--- src/hw/acr_pkg.sv ---
// shared constants, types and timing helpers for the converter control block
package acr_pkg;

  // clock and word geometry
  localparam int unsigned CLK_PERIOD_NS = 100;
  localparam int unsigned RES_W         = 18;
  localparam int unsigned FIFO_DEPTH    = 32;

  // round a least time up to whole cycles, never below one
  function automatic int unsigned cyc_min(input int unsigned ns);
    int unsigned c;
    c = (ns + CLK_PERIOD_NS - 1) / CLK_PERIOD_NS;
    return (c < 1) ? 1 : c;
  endfunction : cyc_min

  // round a longest time down, floored at the given cycle count
  function automatic int unsigned cyc_max(input int unsigned ns,
                                          input int unsigned floor_c);
    int unsigned c;
    c = ns / CLK_PERIOD_NS;
    return (c < floor_c) ? floor_c : c;
  endfunction : cyc_max

  // conversion sequencing times
  localparam int unsigned T_BUSY_MAX_NS   = 1500;
  localparam int unsigned T_CONV_NS       = 900;
  localparam int unsigned CONV_CYC        = cyc_max(T_CONV_NS, 1);
  localparam int unsigned T_EOC_BUSY_NS   = 10;
  localparam int unsigned T_DATA_BUSY_NS  = 20;
  localparam int unsigned FIFO_LAT_CYC    = 1;
  localparam int unsigned EOC_CYC         = cyc_min(T_DATA_BUSY_NS)
                                            + FIFO_LAT_CYC;
  localparam int unsigned T_START_DATA_NS = 1500;

  // master serial frame placement
  localparam int unsigned T_RDC_FRAME_NS  = 525;
  localparam int unsigned RDC_CYC         = cyc_max(T_RDC_FRAME_NS, 1);
  localparam int unsigned FRAME_PIPE_CYC  = 5;
  localparam int unsigned RDC_WAIT        = RDC_CYC - FRAME_PIPE_CYC;
  localparam int unsigned T_RAC_FRAME_NS  = 1500;
  localparam int unsigned T_FRAME_BUSY_NS = 25;
  localparam int unsigned FRAME_BUSY_CYC  = cyc_min(T_FRAME_BUSY_NS);
  localparam int unsigned T_CS_OUT_NS     = 10;

  // serial clock per divider setting
  localparam int unsigned SCLK_PER_NS_0 = 40;
  localparam int unsigned SCLK_PER_NS_1 = 80;
  localparam int unsigned SCLK_PER_NS_2 = 160;
  localparam int unsigned SCLK_PER_NS_3 = 320;
  localparam int unsigned LEAD_NS_0     = 3;
  localparam int unsigned LEAD_NS_N     = 17;
  localparam int unsigned T24_NS_0      = 3;
  localparam int unsigned T24_NS_1      = 60;
  localparam int unsigned T24_NS_2      = 140;
  localparam int unsigned T24_NS_3      = 300;
  localparam int unsigned BUSY_RAC_NS_0 = 2250;
  localparam int unsigned BUSY_RAC_NS_1 = 3000;
  localparam int unsigned BUSY_RAC_NS_2 = 4500;
  localparam int unsigned BUSY_RAC_NS_3 = 7500;
  // a high and a low phase need one cycle each
  localparam int unsigned SCLK_PER_CYC_0 = cyc_max(SCLK_PER_NS_0, 2);
  localparam int unsigned SCLK_PER_CYC_1 = cyc_max(SCLK_PER_NS_1, 2);
  localparam int unsigned SCLK_PER_CYC_2 = cyc_max(SCLK_PER_NS_2, 2);
  localparam int unsigned SCLK_PER_CYC_3 = cyc_max(SCLK_PER_NS_3, 2);
  localparam int unsigned LEAD_CYC       = cyc_min(LEAD_NS_N);
  localparam int unsigned TAIL_CYC_0     = cyc_min(T24_NS_0);
  localparam int unsigned TAIL_CYC_1     = cyc_min(T24_NS_1);
  localparam int unsigned TAIL_CYC_2     = cyc_min(T24_NS_2);
  localparam int unsigned TAIL_CYC_3     = cyc_min(T24_NS_3);

  // output interface select codes
  localparam logic [1:0] IF_PAR18  = 2'h0;
  localparam logic [1:0] IF_PAR16  = 2'h1;
  localparam logic [1:0] IF_BYTE   = 2'h2;
  localparam logic [1:0] IF_SERIAL = 2'h3;

  // serial clock period in cycles for a divider setting
  function automatic logic [2:0] sclk_per(input logic [1:0] sel);
    case (sel)
      2'h0:    return 3'(SCLK_PER_CYC_0);
      2'h1:    return 3'(SCLK_PER_CYC_1);
      2'h2:    return 3'(SCLK_PER_CYC_2);
      default: return 3'(SCLK_PER_CYC_3);
    endcase
  endfunction : sclk_per

  // low phase, which also serves as frame-to-first-edge lead
  function automatic logic [2:0] sclk_lo(input logic [1:0] sel);
    logic [2:0] lo;
    lo = sclk_per(sel) - (sclk_per(sel) >> 1);
    return (lo < 3'(LEAD_CYC)) ? 3'(LEAD_CYC) : lo;
  endfunction : sclk_lo

  // hold after the last clock edge before the frame drops
  function automatic logic [2:0] frame_tail(input logic [1:0] sel);
    case (sel)
      2'h0:    return 3'(TAIL_CYC_0);
      2'h1:    return 3'(TAIL_CYC_1);
      2'h2:    return 3'(TAIL_CYC_2);
      default: return 3'(TAIL_CYC_3);
    endcase
  endfunction : frame_tail

  // pin group carried through the synchroniser
  typedef struct packed {
    logic       convert_start_n;
    logic       cs_n;
    logic [1:0] iface_sel;
    logic [1:0] clock_divider_sel;
    logic       read_after_convert;
  } acr_pins_s;

  localparam acr_pins_s PINS_RST = '{convert_start_n: 1'h1, cs_n: 1'h1,
                                     iface_sel: 2'h0, clock_divider_sel: 2'h0,
                                     read_after_convert: 1'h0};

  typedef enum logic [3:0] {
    SQ_IDLE = 4'h1,
    SQ_CONV = 4'h2,
    SQ_EOC  = 4'h4,
    SQ_SER  = 4'h8
  } acr_seq_e;

  typedef enum logic [4:0] {
    SR_IDLE = 5'h01,
    SR_LO   = 5'h02,
    SR_HI   = 5'h04,
    SR_TAIL = 5'h08,
    SR_DONE = 5'h10
  } acr_ser_e;

endpackage : acr_pkg

--- src/hw/acr_core.sv ---
// conversion sequencer, result fifo and parallel / master serial read-out
`timescale 1ns/10ps

// result fifo between the converter and the read-out ports
module acr_fifo #(
  parameter int unsigned WIDTH = 18,
  parameter int unsigned DEPTH = 32
) (
  input  wire logic             clk,
  input  wire logic             srst,
  input  wire logic             in_valid,
  output logic                  in_ready,
  input  wire logic [WIDTH-1:0] in_data,
  output logic                  out_valid,
  input  wire logic             out_ready,
  output logic [WIDTH-1:0]      out_data
);
  localparam int unsigned AW = $clog2(DEPTH);

  logic [WIDTH-1:0] mem_q [DEPTH];
  logic [AW-1:0]    wr_q;
  logic [AW-1:0]    wr_d;
  logic [AW-1:0]    rd_q;
  logic [AW-1:0]    rd_d;
  logic [AW:0]      cnt_q;
  logic [AW:0]      cnt_d;
  logic             push;
  logic             pop;

  // flags come from the count, so full and empty are exact
  always_comb begin
    in_ready  = (cnt_q != (AW+1)'(DEPTH));
    out_valid = (cnt_q != '0);
    out_data  = mem_q[rd_q];
    push      = in_valid && in_ready;
    pop       = out_valid && out_ready;
    wr_d      = push ? wr_q + 1'h1 : wr_q;
    rd_d      = pop ? rd_q + 1'h1 : rd_q;
    cnt_d     = cnt_q + (AW+1)'(push) - (AW+1)'(pop);
  end

  // pointers reset, storage does not need to
  always_ff @(posedge clk) begin
    if (srst) begin
      wr_q  <= '0;
      rd_q  <= '0;
      cnt_q <= '0;
    end else begin
      wr_q  <= wr_d;
      rd_q  <= rd_d;
      cnt_q <= cnt_d;
    end
    if (push) begin
      mem_q[wr_q] <= in_data;
    end
  end
endmodule : acr_fifo

// Behaviour
// - Busy stays high at most 1.5 us per conversion unless serial read-after.
// - Busy falls at least 10 ns after the internal conversion ends.
// - Parallel data is valid within 1.5 us of the start input falling.
// - Parallel data is valid at least 20 ns before busy falls.
// - Parallel results are offered as soon as their conversion completes; serial ones wait in the fifo for chip select.
// - Every result is an 18-bit word on parallel and serial outputs alike.
// - Serial read-during frame rises about 525 ns after the start falls; here it waits for the word in the fifo, after the conversion.
// - Serial read-after frame rises about 1.5 us after start, after conversion.
// - In serial read-after, busy falls about 25 ns after the frame drops; here it falls one 100 ns clock later.
// - The divider setting picks the serial clock period; here settings 0 to 2 all give two 100 ns clocks and setting 3 gives three.
// - In serial read-after, busy width is bounded per divider setting; here it has no bound and falls one clock after the frame, however late that is.
// - The first serial clock edge trails the frame rise by a least time.
// - The frame drops a least time after the last serial clock edge.
// - Serial outputs are driven shortly after chip select falls.
// - Serial outputs are released shortly after chip select rises.
module acr_core (
  input  wire logic                     clk,
  input  wire logic                     srst,
  input  wire logic                     convert_start_n,
  input  wire logic                     cs_n,
  input  wire logic                     interface_sel_lo,
  input  wire logic                     interface_sel_hi,
  input  wire logic [1:0]               clock_divider_sel,
  input  wire logic                     read_after_convert,
  input  wire logic [acr_pkg::RES_W-1:0] sample_value,
  output logic                          busy,
  output logic [acr_pkg::RES_W-1:0]     parallel_data,
  output logic                          serial_clk,
  output logic                          serial_clk_oe,
  output logic                          serial_frame,
  output logic                          serial_frame_oe,
  output logic                          serial_result_out,
  output logic                          serial_result_oe
);
  localparam int unsigned W = acr_pkg::RES_W;

  acr_pkg::acr_pins_s pins_raw;
  acr_pkg::acr_pins_s sync1_q;
  acr_pkg::acr_pins_s sync2_q;
  logic               start_prev_q;
  acr_pkg::acr_seq_e  seq_q;
  acr_pkg::acr_seq_e  seq_d;
  acr_pkg::acr_ser_e  ser_q;
  acr_pkg::acr_ser_e  ser_d;
  logic [3:0]         seq_cnt_q;
  logic [3:0]         seq_cnt_d;
  logic [2:0]         ser_cnt_q;
  logic [2:0]         ser_cnt_d;
  logic [2:0]         rdc_cnt_q;
  logic [2:0]         rdc_cnt_d;
  logic               rdc_pend_q;
  logic               rdc_pend_d;
  logic               ser_req_q;
  logic               ser_req_d;
  logic [W-1:0]       shift_q;
  logic [W-1:0]       shift_d;
  logic [4:0]         bit_q;
  logic [4:0]         bit_d;
  logic               busy_q;
  logic               busy_d;
  logic [W-1:0]       par_q;
  logic [W-1:0]       par_d;
  logic               sclk_q;
  logic               sclk_d;
  logic               frame_q;
  logic               frame_d;
  logic               sdo_q;
  logic               sdo_d;
  logic               oe_q;
  logic               oe_d;
  logic               start_fall;
  logic               ser_mode;
  logic               cs_act;
  logic               pop_ser;
  logic               ser_done;
  logic               fifo_in_valid;
  logic               fifo_in_ready;
  logic               fifo_out_valid;
  logic               fifo_out_ready;
  logic [W-1:0]       fifo_out_data;

  // gather the pins into one carrier
  assign pins_raw = '{convert_start_n: convert_start_n, cs_n: cs_n,
                      iface_sel: {interface_sel_hi, interface_sel_lo},
                      clock_divider_sel: clock_divider_sel,
                      read_after_convert: read_after_convert};

  // two-stage synchroniser; stage one feeds stage two only
  always_ff @(posedge clk) begin
    if (srst) begin
      sync1_q      <= acr_pkg::PINS_RST;
      sync2_q      <= acr_pkg::PINS_RST;
      start_prev_q <= 1'h1;
    end else begin
      sync1_q      <= pins_raw;
      sync2_q      <= sync1_q;
      start_prev_q <= sync2_q.convert_start_n;
    end
  end

  // decoded controls from the synchronised pins
  always_comb begin
    start_fall = start_prev_q && !sync2_q.convert_start_n;
    ser_mode   = (sync2_q.iface_sel == acr_pkg::IF_SERIAL);
    cs_act     = !sync2_q.cs_n;
  end

  acr_fifo #(
    .WIDTH (W),
    .DEPTH (acr_pkg::FIFO_DEPTH)
  ) u_fifo (
    .clk       (clk),
    .srst      (srst),
    .in_valid  (fifo_in_valid),
    .in_ready  (fifo_in_ready),
    .in_data   (sample_value),
    .out_valid (fifo_out_valid),
    .out_ready (fifo_out_ready),
    .out_data  (fifo_out_data)
  );

  // next state of sequencer, serial engine and output registers
  always_comb begin
    seq_d         = seq_q;
    ser_d         = ser_q;
    seq_cnt_d     = seq_cnt_q;
    ser_cnt_d     = ser_cnt_q;
    rdc_cnt_d     = rdc_cnt_q;
    rdc_pend_d    = rdc_pend_q;
    ser_req_d     = ser_req_q;
    shift_d       = shift_q;
    bit_d         = bit_q;
    busy_d        = busy_q;
    par_d         = par_q;
    sclk_d        = sclk_q;
    frame_d       = frame_q;
    sdo_d         = sdo_q;
    fifo_in_valid = 1'h0;
    ser_done      = 1'h0;
    // drive serial pins only while selected
    oe_d          = ser_mode && cs_act;

    // a stalled drain holds words; serial waits for chip select
    pop_ser        = (ser_q == acr_pkg::SR_IDLE) && ser_req_q && cs_act
                     && ser_mode && fifo_out_valid;
    // parallel modes drain the fifo at once
    fifo_out_ready = !ser_mode || pop_ser;
    if (!ser_mode && fifo_out_valid) begin
      // full 18-bit word on the parallel port
      par_d = fifo_out_data;
    end

    // serial engine, msb first, data moves on the falling edge
    case (ser_q)
      acr_pkg::SR_IDLE: begin
        if (pop_ser) begin
          ser_req_d = 1'h0;
          shift_d   = fifo_out_data;
          sdo_d     = fifo_out_data[W-1];
          frame_d   = 1'h1;
          sclk_d    = 1'h0;
          bit_d     = '0;
          // low phase delays the first rising edge
          ser_cnt_d = acr_pkg::sclk_lo(sync2_q.clock_divider_sel) - 3'h1;
          ser_d     = acr_pkg::SR_LO;
        end
      end
      acr_pkg::SR_LO: begin
        if (ser_cnt_q == '0) begin
          sclk_d    = 1'h1;
          // half period from the divider setting
          ser_cnt_d = (acr_pkg::sclk_per(sync2_q.clock_divider_sel) >> 1)
                      - 3'h1;
          ser_d     = acr_pkg::SR_HI;
        end else begin
          ser_cnt_d = ser_cnt_q - 3'h1;
        end
      end
      acr_pkg::SR_HI: begin
        if (ser_cnt_q == '0) begin
          sclk_d = 1'h0;
          if (bit_q == 5'(W - 1)) begin
            // hold frame after the last edge
            ser_cnt_d = acr_pkg::frame_tail(sync2_q.clock_divider_sel)
                        - 3'h1;
            ser_d     = acr_pkg::SR_TAIL;
          end else begin
            bit_d     = bit_q + 5'h01;
            shift_d   = {shift_q[W-2:0], 1'h0};
            sdo_d     = shift_q[W-2];
            ser_cnt_d = acr_pkg::sclk_lo(sync2_q.clock_divider_sel) - 3'h1;
            ser_d     = acr_pkg::SR_LO;
          end
        end else begin
          ser_cnt_d = ser_cnt_q - 3'h1;
        end
      end
      acr_pkg::SR_TAIL: begin
        if (ser_cnt_q == '0) begin
          frame_d   = 1'h0;
          sdo_d     = 1'h0;
          ser_cnt_d = 3'(acr_pkg::FRAME_BUSY_CYC) - 3'h1;
          ser_d     = acr_pkg::SR_DONE;
        end else begin
          ser_cnt_d = ser_cnt_q - 3'h1;
        end
      end
      acr_pkg::SR_DONE: begin
        if (ser_cnt_q == '0) begin
          ser_done = 1'h1;
          ser_d    = acr_pkg::SR_IDLE;
          // backlog drains
          // words held back while deselected go out one after another
          if (fifo_out_valid) begin
            ser_req_d = 1'h1;
          end
        end else begin
          ser_cnt_d = ser_cnt_q - 3'h1;
        end
      end
      default: ser_d = acr_pkg::SR_IDLE;
    endcase

    // read-during frame request timed from the start edge
    if (rdc_pend_q) begin
      if (rdc_cnt_q == '0) begin
        rdc_pend_d = 1'h0;
        ser_req_d  = 1'h1;
      end else begin
        rdc_cnt_d = rdc_cnt_q - 3'h1;
      end
    end

    // conversion sequencer; a full fifo refuses a new start
    case (seq_q)
      acr_pkg::SQ_IDLE: begin
        if (start_fall && fifo_in_ready) begin
          busy_d    = 1'h1;
          seq_cnt_d = 4'(acr_pkg::CONV_CYC - 1);
          seq_d     = acr_pkg::SQ_CONV;
          if (ser_mode && !sync2_q.read_after_convert) begin
            rdc_pend_d = 1'h1;
            rdc_cnt_d  = 3'(acr_pkg::RDC_WAIT);
          end
        end
      end
      acr_pkg::SQ_CONV: begin
        if (seq_cnt_q == '0) begin
          // result enters the fifo the cycle it is ready
          fifo_in_valid = 1'h1;
          seq_cnt_d     = 4'(acr_pkg::EOC_CYC - 1);
          seq_d         = acr_pkg::SQ_EOC;
        end else begin
          seq_cnt_d = seq_cnt_q - 4'h1;
        end
      end
      acr_pkg::SQ_EOC: begin
        // busy waits for data plus a cycle
        if (seq_cnt_q == '0) begin
          if (ser_mode && sync2_q.read_after_convert) begin
            ser_req_d = 1'h1;
            seq_d     = acr_pkg::SQ_SER;
          end else begin
            busy_d = 1'h0;
            seq_d  = acr_pkg::SQ_IDLE;
          end
        end else begin
          seq_cnt_d = seq_cnt_q - 4'h1;
        end
      end
      acr_pkg::SQ_SER: begin
        // busy ends just after the frame drops
        if (ser_done) begin
          busy_d = 1'h0;
          seq_d  = acr_pkg::SQ_IDLE;
        end
      end
      default: seq_d = acr_pkg::SQ_IDLE;
    endcase
  end

  // state and output registers
  always_ff @(posedge clk) begin
    if (srst) begin
      seq_q      <= acr_pkg::SQ_IDLE;
      ser_q      <= acr_pkg::SR_IDLE;
      seq_cnt_q  <= '0;
      ser_cnt_q  <= '0;
      rdc_cnt_q  <= '0;
      rdc_pend_q <= 1'h0;
      ser_req_q  <= 1'h0;
      shift_q    <= '0;
      bit_q      <= '0;
      busy_q     <= 1'h0;
      par_q      <= '0;
      sclk_q     <= 1'h0;
      frame_q    <= 1'h0;
      sdo_q      <= 1'h0;
      oe_q       <= 1'h0;
    end else begin
      seq_q      <= seq_d;
      ser_q      <= ser_d;
      seq_cnt_q  <= seq_cnt_d;
      ser_cnt_q  <= ser_cnt_d;
      rdc_cnt_q  <= rdc_cnt_d;
      rdc_pend_q <= rdc_pend_d;
      ser_req_q  <= ser_req_d;
      shift_q    <= shift_d;
      bit_q      <= bit_d;
      busy_q     <= busy_d;
      par_q      <= par_d;
      sclk_q     <= sclk_d;
      frame_q    <= frame_d;
      sdo_q      <= sdo_d;
      oe_q       <= oe_d;
    end
  end

  // outputs straight from flip-flops
  assign busy              = busy_q;
  assign parallel_data     = par_q;
  assign serial_clk        = sclk_q;
  assign serial_frame      = frame_q;
  assign serial_result_out = sdo_q;
  assign serial_clk_oe     = oe_q;
  assign serial_frame_oe   = oe_q;
  assign serial_result_oe  = oe_q;
endmodule : acr_core

--- config.mk ---
export PLATFORM = sky130hd
export DESIGN_NAME = acr_core
export DESIGN_NICKNAME = d
export VERILOG_FILES = /design/src/hw/acr_pkg.sv /design/src/hw/acr_core.sv
export SDC_FILE = /design/constraint.sdc
export NUM_CORES = 1
export LEC_CHECK = 0
export ABC_CLOCK_PERIOD_IN_PS = 3100
export BUFFER_PORTS_ARGS = -buffer_cell sky130_fd_sc_hd__buf_2
export CORE_MARGIN = 2
export CORE_UTILIZATION = 56
export DETAILED_ROUTE_END_ITERATION = 6
export HOLD_SLACK_MARGIN = 0.05
export PLACE_DENSITY = 0.86
export SYNTH_ARGS = -nofsm -noshare
export SYNTH_HDL_FRONTEND = slang
export SYNTH_SLANG_ARGS = --single-unit
--- constraint.sdc ---
create_clock -name clk -period 3.1 [get_ports clk]
set_input_delay 0.155 -clock clk [delete_from_list [all_inputs] [get_ports clk]]
set_output_delay 0.155 -clock clk [all_outputs]
set_load 0.03 [all_outputs]
=== After elaboration in Yosys (flattened, before gate mapping) ===
Memory sizes are Yosys's and may differ from the RTL's. A register that Yosys moved wholly into a read port is not among the register bits.
Index checks and enable logic that the tools add are counted.

* Register bits: 97
* Bits in writable memories: 576
* Bits of input ports: 27
* Output and inout port bits: 25
* Word-level logic and storage cells: 201
* Memories: 1

{| class="wikitable"
|+ Memories
! name !! words !! width !! rd ports !! clocked after Yosys merged registers in !! wr ports !! line !! source
|-
| u_fifo.mem_q || 32 || 18 || 1 || 1 || 1 || acr_core.sv:20 || <nowiki>logic [WIDTH-1:0] mem_q [DEPTH];</nowiki>
|}

* Add/subtract/negate cells: 14
* Magnitude comparators: 2
* Equal/unequal tests: 27
* Mux-type cells: 88
* Reduce and logical (&&, ||, !) cells: 40

{| class="wikitable"
|+ Operators by type and width
! cell !! number
|-
| 2-to-1 mux 3 bit || 23
|-
| 2-to-1 mux 17 bit || 3
|-
| 2-to-1 mux 5 bit || 10
|-
| 2-to-1 mux 4 bit || 9
|-
| one-hot mux 17 bit (2 select lines) || 1
|-
| 2-to-1 mux 1 bit || 31
|-
| != test 2 bit, second input constant || 13
|-
| one-hot mux 5 bit (5 select lines) || 1
|-
| one-hot mux 4 bit (4 select lines) || 1
|-
| adder 5 x 1 -> 5 bit, second input constant || 3
|-
| one-hot mux 3 bit (5 select lines) || 1
|-
| AND reduction 5 bit || 3
|-
| subtractor 3 x 1 -> 3 bit, second input constant || 5
|-
| logical AND 1 bit || 12
|-
| one-hot mux 4 bit (3 select lines) || 1
|-
| AND reduction 4 bit || 3
|-
| nonzero test 3 bit || 4
|-
| equality test 5 bit, second input constant || 2
|-
| one-hot mux 5 bit (2 select lines) || 1
|-
| one-hot mux 1 bit (3 select lines) || 3
|-
| AND reduction 3 bit || 3
|-
| adder 6 x 1 -> 6 bit || 1
|-
| logical NOT 3 bit || 2
|-
| less-than comparator 3 x 1 -> 1 bit, second input constant || 2
|-
| other kinds (26) || 33
|}

=== Longest topological paths before layout ===
Gate-level depths: netlist of run 1.

* Depth after elaboration: 13
* Mapped depth: 13
* Gate-level depth less buffers: 13

=== Hierarchy ===
A second synthesis of run 1 with hierarchy kept.

* Cell total of the unflattened synthesis: 1613
* Area, all modules: 26862.0 sq um

{| class="wikitable"
|+ Modules (own cells, without submodules)
! module !! instances !! cells an instance !! area an instance (sq um) !! seq. area each (sq um)
|-
| acr_fifo || 1 || 1178 || 23092.1 || 17717.0
|-
| acr_core || 1 || 435 || 3769.9 || 1621.6
|}

=== Least setup slack after synthesis of run 1 ===
Ideal clock, no wire load.

* Path kind: register to register
* From: register seq_cnt_q[0]
* To: memory u_fifo.mem_q[29][0] (enable)
* Setup time: 0.393 ns
* Data arrival time: 2.590 ns
* Data required time: 2.707 ns
* Slack: 0.118 ns
* Stages on the path, launching flop included: 8
* Buffers on the path: 1
* Clock period less this slack: 2.982 ns
* Cell sequence: dfxtp_1 > inv_1 > ha_1 > or3b_1 > clkbuf_1 > nor4_4 > nand2_1 > nor2_1

* Cells in the longest elaborated chain, start to end: 6

{| class="wikitable"
|+ RTL lines
! element !! line !! source
|-
| from (decl) || acr_core.sv:104 || <nowiki>logic [3:0] seq_cnt_q;</nowiki>
|-
| from (signal assigned) || acr_core.sv:362 || <nowiki>seq_cnt_q <= seq_cnt_d;</nowiki>
|-
| logical NOT 4 bit || acr_core.sv:307 || <nowiki>if (seq_cnt_q == '0) begin</nowiki>
|-
| 2-to-1 mux 1 bit || acr_core.sv:307 ||
|-
| 2-to-1 mux 1 bit || acr_core.sv:294 || <nowiki>case (seq_q)</nowiki>
|-
| logical AND 1 bit || acr_core.sv:35 || <nowiki>push = in_valid && in_ready;</nowiki>
|-
| named net u_fifo.push || acr_core.sv:27 || <nowiki>logic push;</nowiki>
|-
| 2-to-1 mux 1 bit || acr_core.sv:53 || <nowiki>if (push) begin</nowiki>
|-
| 2-to-1 mux 1 bit (implied by the code) || acr_core.sv:54 || <nowiki>mem_q[wr_q] <= in_data;</nowiki>
|-
| to (decl) || acr_core.sv:20 ||
|}

The timed path passes the listed nets, and every way through them passes these cells.

=== Worst setup path after layout of run 1 ===
* From: register u_fifo.cnt_q[2]
* To: register u_fifo.cnt_q[5]

* Cells in the longest elaborated chain, start to end: 5
* Elaborated cells between the ends (all ways): 8
* Those cells by class: add/sub (2); eq/ne (1); reduce/logical (5)

{| class="wikitable"
|+ RTL lines
! element !! line !! source
|-
| from (decl) || acr_core.sv:25 || <nowiki>logic [AW:0] cnt_q;</nowiki>
|-
| from (signal assigned) || acr_core.sv:51 || <nowiki>cnt_q <= cnt_d;</nowiki>
|-
| branches (longest 4 deep; another with adder 6 x 1 -> 6 bit) || - ||
|-
| subtractor 6 x 1 -> 6 bit (*) || acr_core.sv:39 || <nowiki>cnt_d = cnt_q + (AW+1)'(push) - (AW+1)'(pop);</nowiki>
|}

Mark *: on every way between the ends.
A chain may end at the register's enable or synchronous reset.

==> run metrics, run 1 <==
clk sink count 678; register area share after synthesis 71.7%; htree depth 3; Setup-failing EPs final 0; vias in the first global route 15900; max-cap violation count 0; die area 50000 um2; top post-synthesis cells by area edfxtp_1, mux2i_1, dfxtp_1; DR pass1 iterations 6; layout cells sized above 1 15.1%; IO buf count 51; Fmax 0.340 GHz; post-synthesis cell count 1756; fin area 30700 um2; worst-path fanout max 6; Max IR drop VDD 0.586 mV; IO Pins 52; Core Util, Final 64.5%; leak pwr 10.1 nW; hold slack 84.7 ps; non-filler cells, final 2527; final wirelength 64800 um; initial antenna violation count 3; nets@finish 1916; period utilization 94.8%; Fillers 3104; Distinct cells, synth 66; largest family of logic cells by synthesized area multiplexers; crit path kind reg2reg; Post-synth ARST share 0%; Pwr Density 752 nW/um2; total power 23.1 mW; Syn Area/Cell 15.4 um2; commonest cells after routing, fill and taps aside edfxtp_1, mux2i_1, nand2_1; die height 224 um; max-slew violations 0; CP endpoint kind flip-flop; CP Data Required Time 3570 ps; Inserted Diodes 0; Max clock buf depth 3; area grow syn2layout 13.9%; clock root cell clkbuf_16; placed cells 2406; Yosys top cell by area edfxtp_1; TritonCTS Buffers 67; Worst Tran Pin Value 1030 ps; Post-Syn Nets 1805; yosys warns 0; number of synthesized flops with an enable pin 576; commonest non-fill, non-tap cell in the layout edfxtp_1; simple-gate portion of the synthesized area 7.39%; initial DRC count 2652; Core ar. 47600 um2; gr usage total 26.0%; xor/xnor cell area share of the yosys netlist 0.519%; Initial Util 56.6%; Setup Fix Bufs, Post-CTS 0; GPL Wtd Cong 0.881; ys flop type edfxtp_1; CP arrival 3410 ps; chip width 224 um; Antenna Nets Post-Route 0; clk slew on worst S/H paths 70 ps; Wirelength per Cell 25.6 um; Hold Vio Cnt, Final 0; top-area cell type share of the netlist area 64.1%; first-pass GRT wire length 96700 um; gr ovfl total 0; largest net degree at the start of global routing 59; DPL Wire Length 38600 um; Hold Path Class in2reg; #FFs+latches synth 678; clock skew 22.1 ps; worst skew pair latency 600 ps; # rows 80; max_slew headroom 31.1%; compound-cell area share of the yosys netlist 5.90%; vias 16200; fin crit period 2940 ps; CP Launch Type flip-flop; CTS tree yes; mux share of post-synthesis cell area 11.6%; number of remaining DRC errors 0; post-synthesis cell area 27000 um2; status finished clean; adder-cell share of the synthesized area 1.05%; Post-DP Area 28600 um2; vias per cell 6.40
==> cell families after synthesis <==
| kind of cell | count (synthesis) |
|---|---|
| xor+xnor | 16 |
| mux | 289 |
| fa+ha+maj | 22 |
| simple gates | 388 |
| flops | 678 |
| buf+inv | 120 |
| compound gates | 243 |
==> routing by layer <==
| layer | global-route usage, % | wire length, um |
|---|---|---|
| met1 | 34.9 | 24700 |
| met2 | 41.6 | 31000 |
| met3 | 6.05 | 6510 |
| met4 | 10.2 | 2590 |
| met5 | 0 | 0 |
==> flip-flops by register name (all words and copies together) (netlist names), 6 cells and up, named ones only <==
signal,count
shift_q,17
parallel_data,18
sync1_q,7
u_fifo.cnt_q,6
u_fifo.mem_q,576
sync2_q,7
==> path summary, 6_finish.rpt <==
path	depth (start not counted)	end	from	slack, ps
worst max-delay path	12	u_fifo.cnt_q[5]	u_fifo.cnt_q[2]	160
worst min-delay path	2	u_fifo.rd_q[0]	srst	80
worst max register to register	12	u_fifo.cnt_q[5]	u_fifo.cnt_q[2]	160
worst min register to register	1	sync2_q[6]	sync1_q[6]	410
==> cells in the mapped netlist, types with 4 or more instances <==
cell type and n:
nand2b_1 7, buf_4 5, mux4_2 18, or2_2 10
or3b_2 4, nor2_1 82, a21oi_1 74, nand3_1 75
dfxtp_1 102, nor3_1 8, edfxtp_1 576, mux2_2 4
ha_1 21, a211oi_1 5, a31oi_1 6, nand2_1 102
nor2b_1 30, o221ai_1 14, buf_2 38, or3_1 17
nand4_1 4, and4_1 17, xor2_1 9, a22oi_1 80
mux2i_1 267, buf_1 10, xnor2_1 7, and3_1 4
clkbuf_1 46, o21ai_0 33, inv_1 21, and2_1 5
==> power by group <==
group | internal, mW | switching (mW)
clock network | 4.51 | 3.27
registers | 10.2 | 0.240
logic | 1.80 | 3.10
total | 16.5 | 6.60
==> critical path, stage by stage (launching register included) <==
cell and delay [ps]:
dfxtp_1 350, inv_1 70, ha_1 200, and4bb_2 300, nor4_4 260, nor2_2 90, or2_2 310, ha_1 310
a21o_1 180, a21oi_2 180, o21bai_1 80, a21oi_1 160, mux2_2 340
==> final cells by class <==
class	count	area, um2	share of cell area [%]
sequential	678	19300	62.9
inverter	21	78.8	0.256
multi-input combinational	958	7190	23.4
timing repair buffer	141	1260	4.10
clock buffer	86	1870	6.09
tap	615	769	2.50
clock inverter	28	221	0.720
==> through the flow <==
stage | TNS (ps) | worst slack (ps)
6_report | 0 | 162
2_1_floorplan | 0 | 118
4_1_cts | 0 | 27.9
3_5_place_dp | 0 | 70.0
3_3_place_gp | 0 | 151
5_1_grt | -16.6 | -16.6
==> timing repair <==
action	in CTS	in global routing
endpoints found under the hold margin	7	0
hold buffers	7	0
endpoints found under the setup margin	0	1
gates resized for setup	0	4
No activity file was read; power rests on OpenSTA's default activity.
==> inputs of run 2 (changes only) <==
--- a/config.mk
+++ b/config.mk
@@ -7,6 +7,7 @@
 export LEC_CHECK = 0
 export ABC_CLOCK_PERIOD_IN_PS = 3100
 export BUFFER_PORTS_ARGS = -buffer_cell sky130_fd_sc_hd__buf_2
+export CORE_ASPECT_RATIO = 0.75
 export CORE_MARGIN = 2
 export CORE_UTILIZATION = 56
 export DETAILED_ROUTE_END_ITERATION = 6
==> run 2 against run 1 <==
Against the previous run: routed wire length up 3.6%; via count up 1.4%; worst setup slack better by 43 ps; clock skew up 1.7 ps; core utilization up 0.055 points; worst hold slack better by 17 ps; die area about the same; critical path type unchanged.
==> run metrics, run 2 (synthesized netlist as in run 1, its figures left out) <==
global routing usage on met3 6.12% (+0.071 points); Fillers 3108 (+0.13%); crit path kind reg2reg; CP Data Required Time 3580 ps (about the same); commonest cells after routing, fill and taps aside edfxtp_1, mux2i_1, nand2_1; largest stage delay on the critical path 440 ps (+90 ps); max-slew violations 0 (unchanged); final wirelength 67200 um (+3.6%); chip width 257 um (+15%); Pwr Density 753 nW/um2 (+0.14%); largest net degree at the start of global routing 59 (unchanged); CP endpoint kind flip-flop; max-cap violation count 0 (unchanged); Place WS 119 ps (+48.7 ps); total power 23.1 mW (-0.12%); vias in the first global route 16000 (+0.40%); die height 194 um (-13%); Antenna Nets Post-Route 0 (unchanged); initial DRC count 2403 (-9.4%); Max clock buf depth 3 (unchanged); die area 50000 um2 (about the same); Worst Tran Pin Value 1270 ps (+239 ps); DR pass1 iterations 5 (-1); TritonCTS Buffers 58 (-13%); vias per cell 6.43 (+0.50%); layout cells sized above 1 16.0% (+0.91 points); worst-path fanout max 7 (+1); GPL Wtd Cong 0.890 (+0.93%); Post-DP Area 28500 um2 (about the same); IO Pins 52 (unchanged); commonest non-fill, non-tap cell in the layout edfxtp_1; CP cell instances inv_1 -> ha_1 -> and4bb_2 -> nor4_4 -> nor2_1 -> buf_4 -> xnor2_1 -> ha_1 -> fa_1 -> a21oi_1 -> nor2_1 -> nor2_1 -> xor2_1 -> nor2_1; Max IR drop VDD 0.585 mV (-0.16%); clk slew on worst S/H paths 70 ps (about the same); # rows 69 (-14%); number of remaining DRC errors 0 (unchanged); CP bufs+invs 2 (+1); hold slack 101 ps (+16.7 ps); period utilization 93.4% (-1.4 points); CTS tree yes; worst setup margin 205 ps (+42.8 ps); first-pass GRT wire length 99600 um (+3.0%); grt met2 use 40.5% (-1.2 points); clk sink count 678 (unchanged); DPL Wire Length 40500 um (+4.8%); area grow syn2layout 13.6%; vias 16400 (+1.4%); nets@finish 1912 (-0.21%); CP Launch Type flip-flop; fin crit period 2900 ps (-42.8 ps); RSZ-0062 raised after global routing false; Largest Register u_fifo.mem_q; IO buf count 51 (unchanged); Fmax 0.345 GHz (+1.5%); clock skew 23.8 ps (+1.66 ps); Wirelength per Cell 26.3 um (+2.7%); fin area 30700 um2 (-0.26%); htree depth 2 (-1); Hold Vio Cnt, Final 0 (unchanged); Core ar. 47500 um2 (-0.34%); GR met1 Demand/Resource 38.4% (+3.4 points); max_slew headroom 15.0% (-16 points); CP arrival 3370 ps (-40 ps); worst skew pair latency 610 ps (about the same); clock root cell clkbuf_16; global routing's busiest layer met2; Setup-failing EPs final 0 (unchanged); gr usage total 26.6% (+0.61 points); Worst path slowest cell fa_1; Hold Path Class in2reg; gr ovfl total 0 (unchanged); max FFs per register 576 (unchanged); leak pwr 10.1 nW (-0.50%); initial antenna violation count 8 (+5); status finished clean; Setup Fix Bufs, Post-CTS 0 (unchanged); delay-heaviest family, CP simple AND/OR/NAND/NOR gates; Initial Util 56.8% (+0.19 points); final setup TNS 0 ps (unchanged); most frequent cell on the critical path nor2_1
run 2: cell types whose count changed in the layout (fill, tap and decap cells not counted), sizes merged:
cell | before | now
clkinvlp | 2 | 1
clkbuf | 86 | 76
dlygate4sd3 | 7 | 9
diode | 0 | 2
inv | 23 | 21
buf | 134 | 137
bufinv | 3 | 8
run 2: layout make-up:
class | instances | area (um2) | share of cell area (%)
Multi-Input combinational cell | 958 | 7260 | 23.7
Clock inverter | 30 | 345 | 1.13
Timing Repair Buffer | 146 | 1180 | 3.84
Sequential cell | 678 | 19300 | 63.1
Clock buffer | 76 | 1660 | 5.40
Antenna cell | 2 | 5.00 | 0.0163
Inverter | 21 | 78.8 | 0.257
Tap cell | 639 | 800 | 2.61
run 2: metrics by stage:
step	utilization (%)	std cells
floorplan	-	1756
global placement	60.1	2433
detailed placement	60.1	2433
CTS	64.5	2548
global route	64.6	2549
finish	64.6	2550
run 2: worst paths after layout:
path | depth (start not counted) | start | end | slack (ps)
max | 14 | u_fifo.cnt_q[3] | u_fifo.cnt_q[4] | 200
min | 1 | sample_value[0] | u_fifo.mem_q[2][0] | 100
max reg2reg | 14 | u_fifo.cnt_q[3] | u_fifo.cnt_q[4] | 200
min reg2reg | 1 | sync2_q[5] | serial_clk_oe | 410
run 2: where the power goes:
group,switching [mW],leakage [nW],total (mW),internal (mW)
clock network,3.20,0.984,7.61,4.41
registers,0.266,6.01,10.5,10.2
logic,3.19,3.06,5.02,1.83
run 2: layer usage:
metal  routed length, um  share of wire, %  up-vias
li1                    -                 -     6958
met5                  52             0.077        -
met4                2350               3.5        8
met1               26600                40     8172
met2               30200                45     1084
met3                7910                12      174
run 2: what timing repair did:
action,4_1_cts,5_1_grt
endpoints found under the setup margin,0,2
gates resized for setup,0,3
endpoints found under the hold margin,32,0
hold buffers,9,0
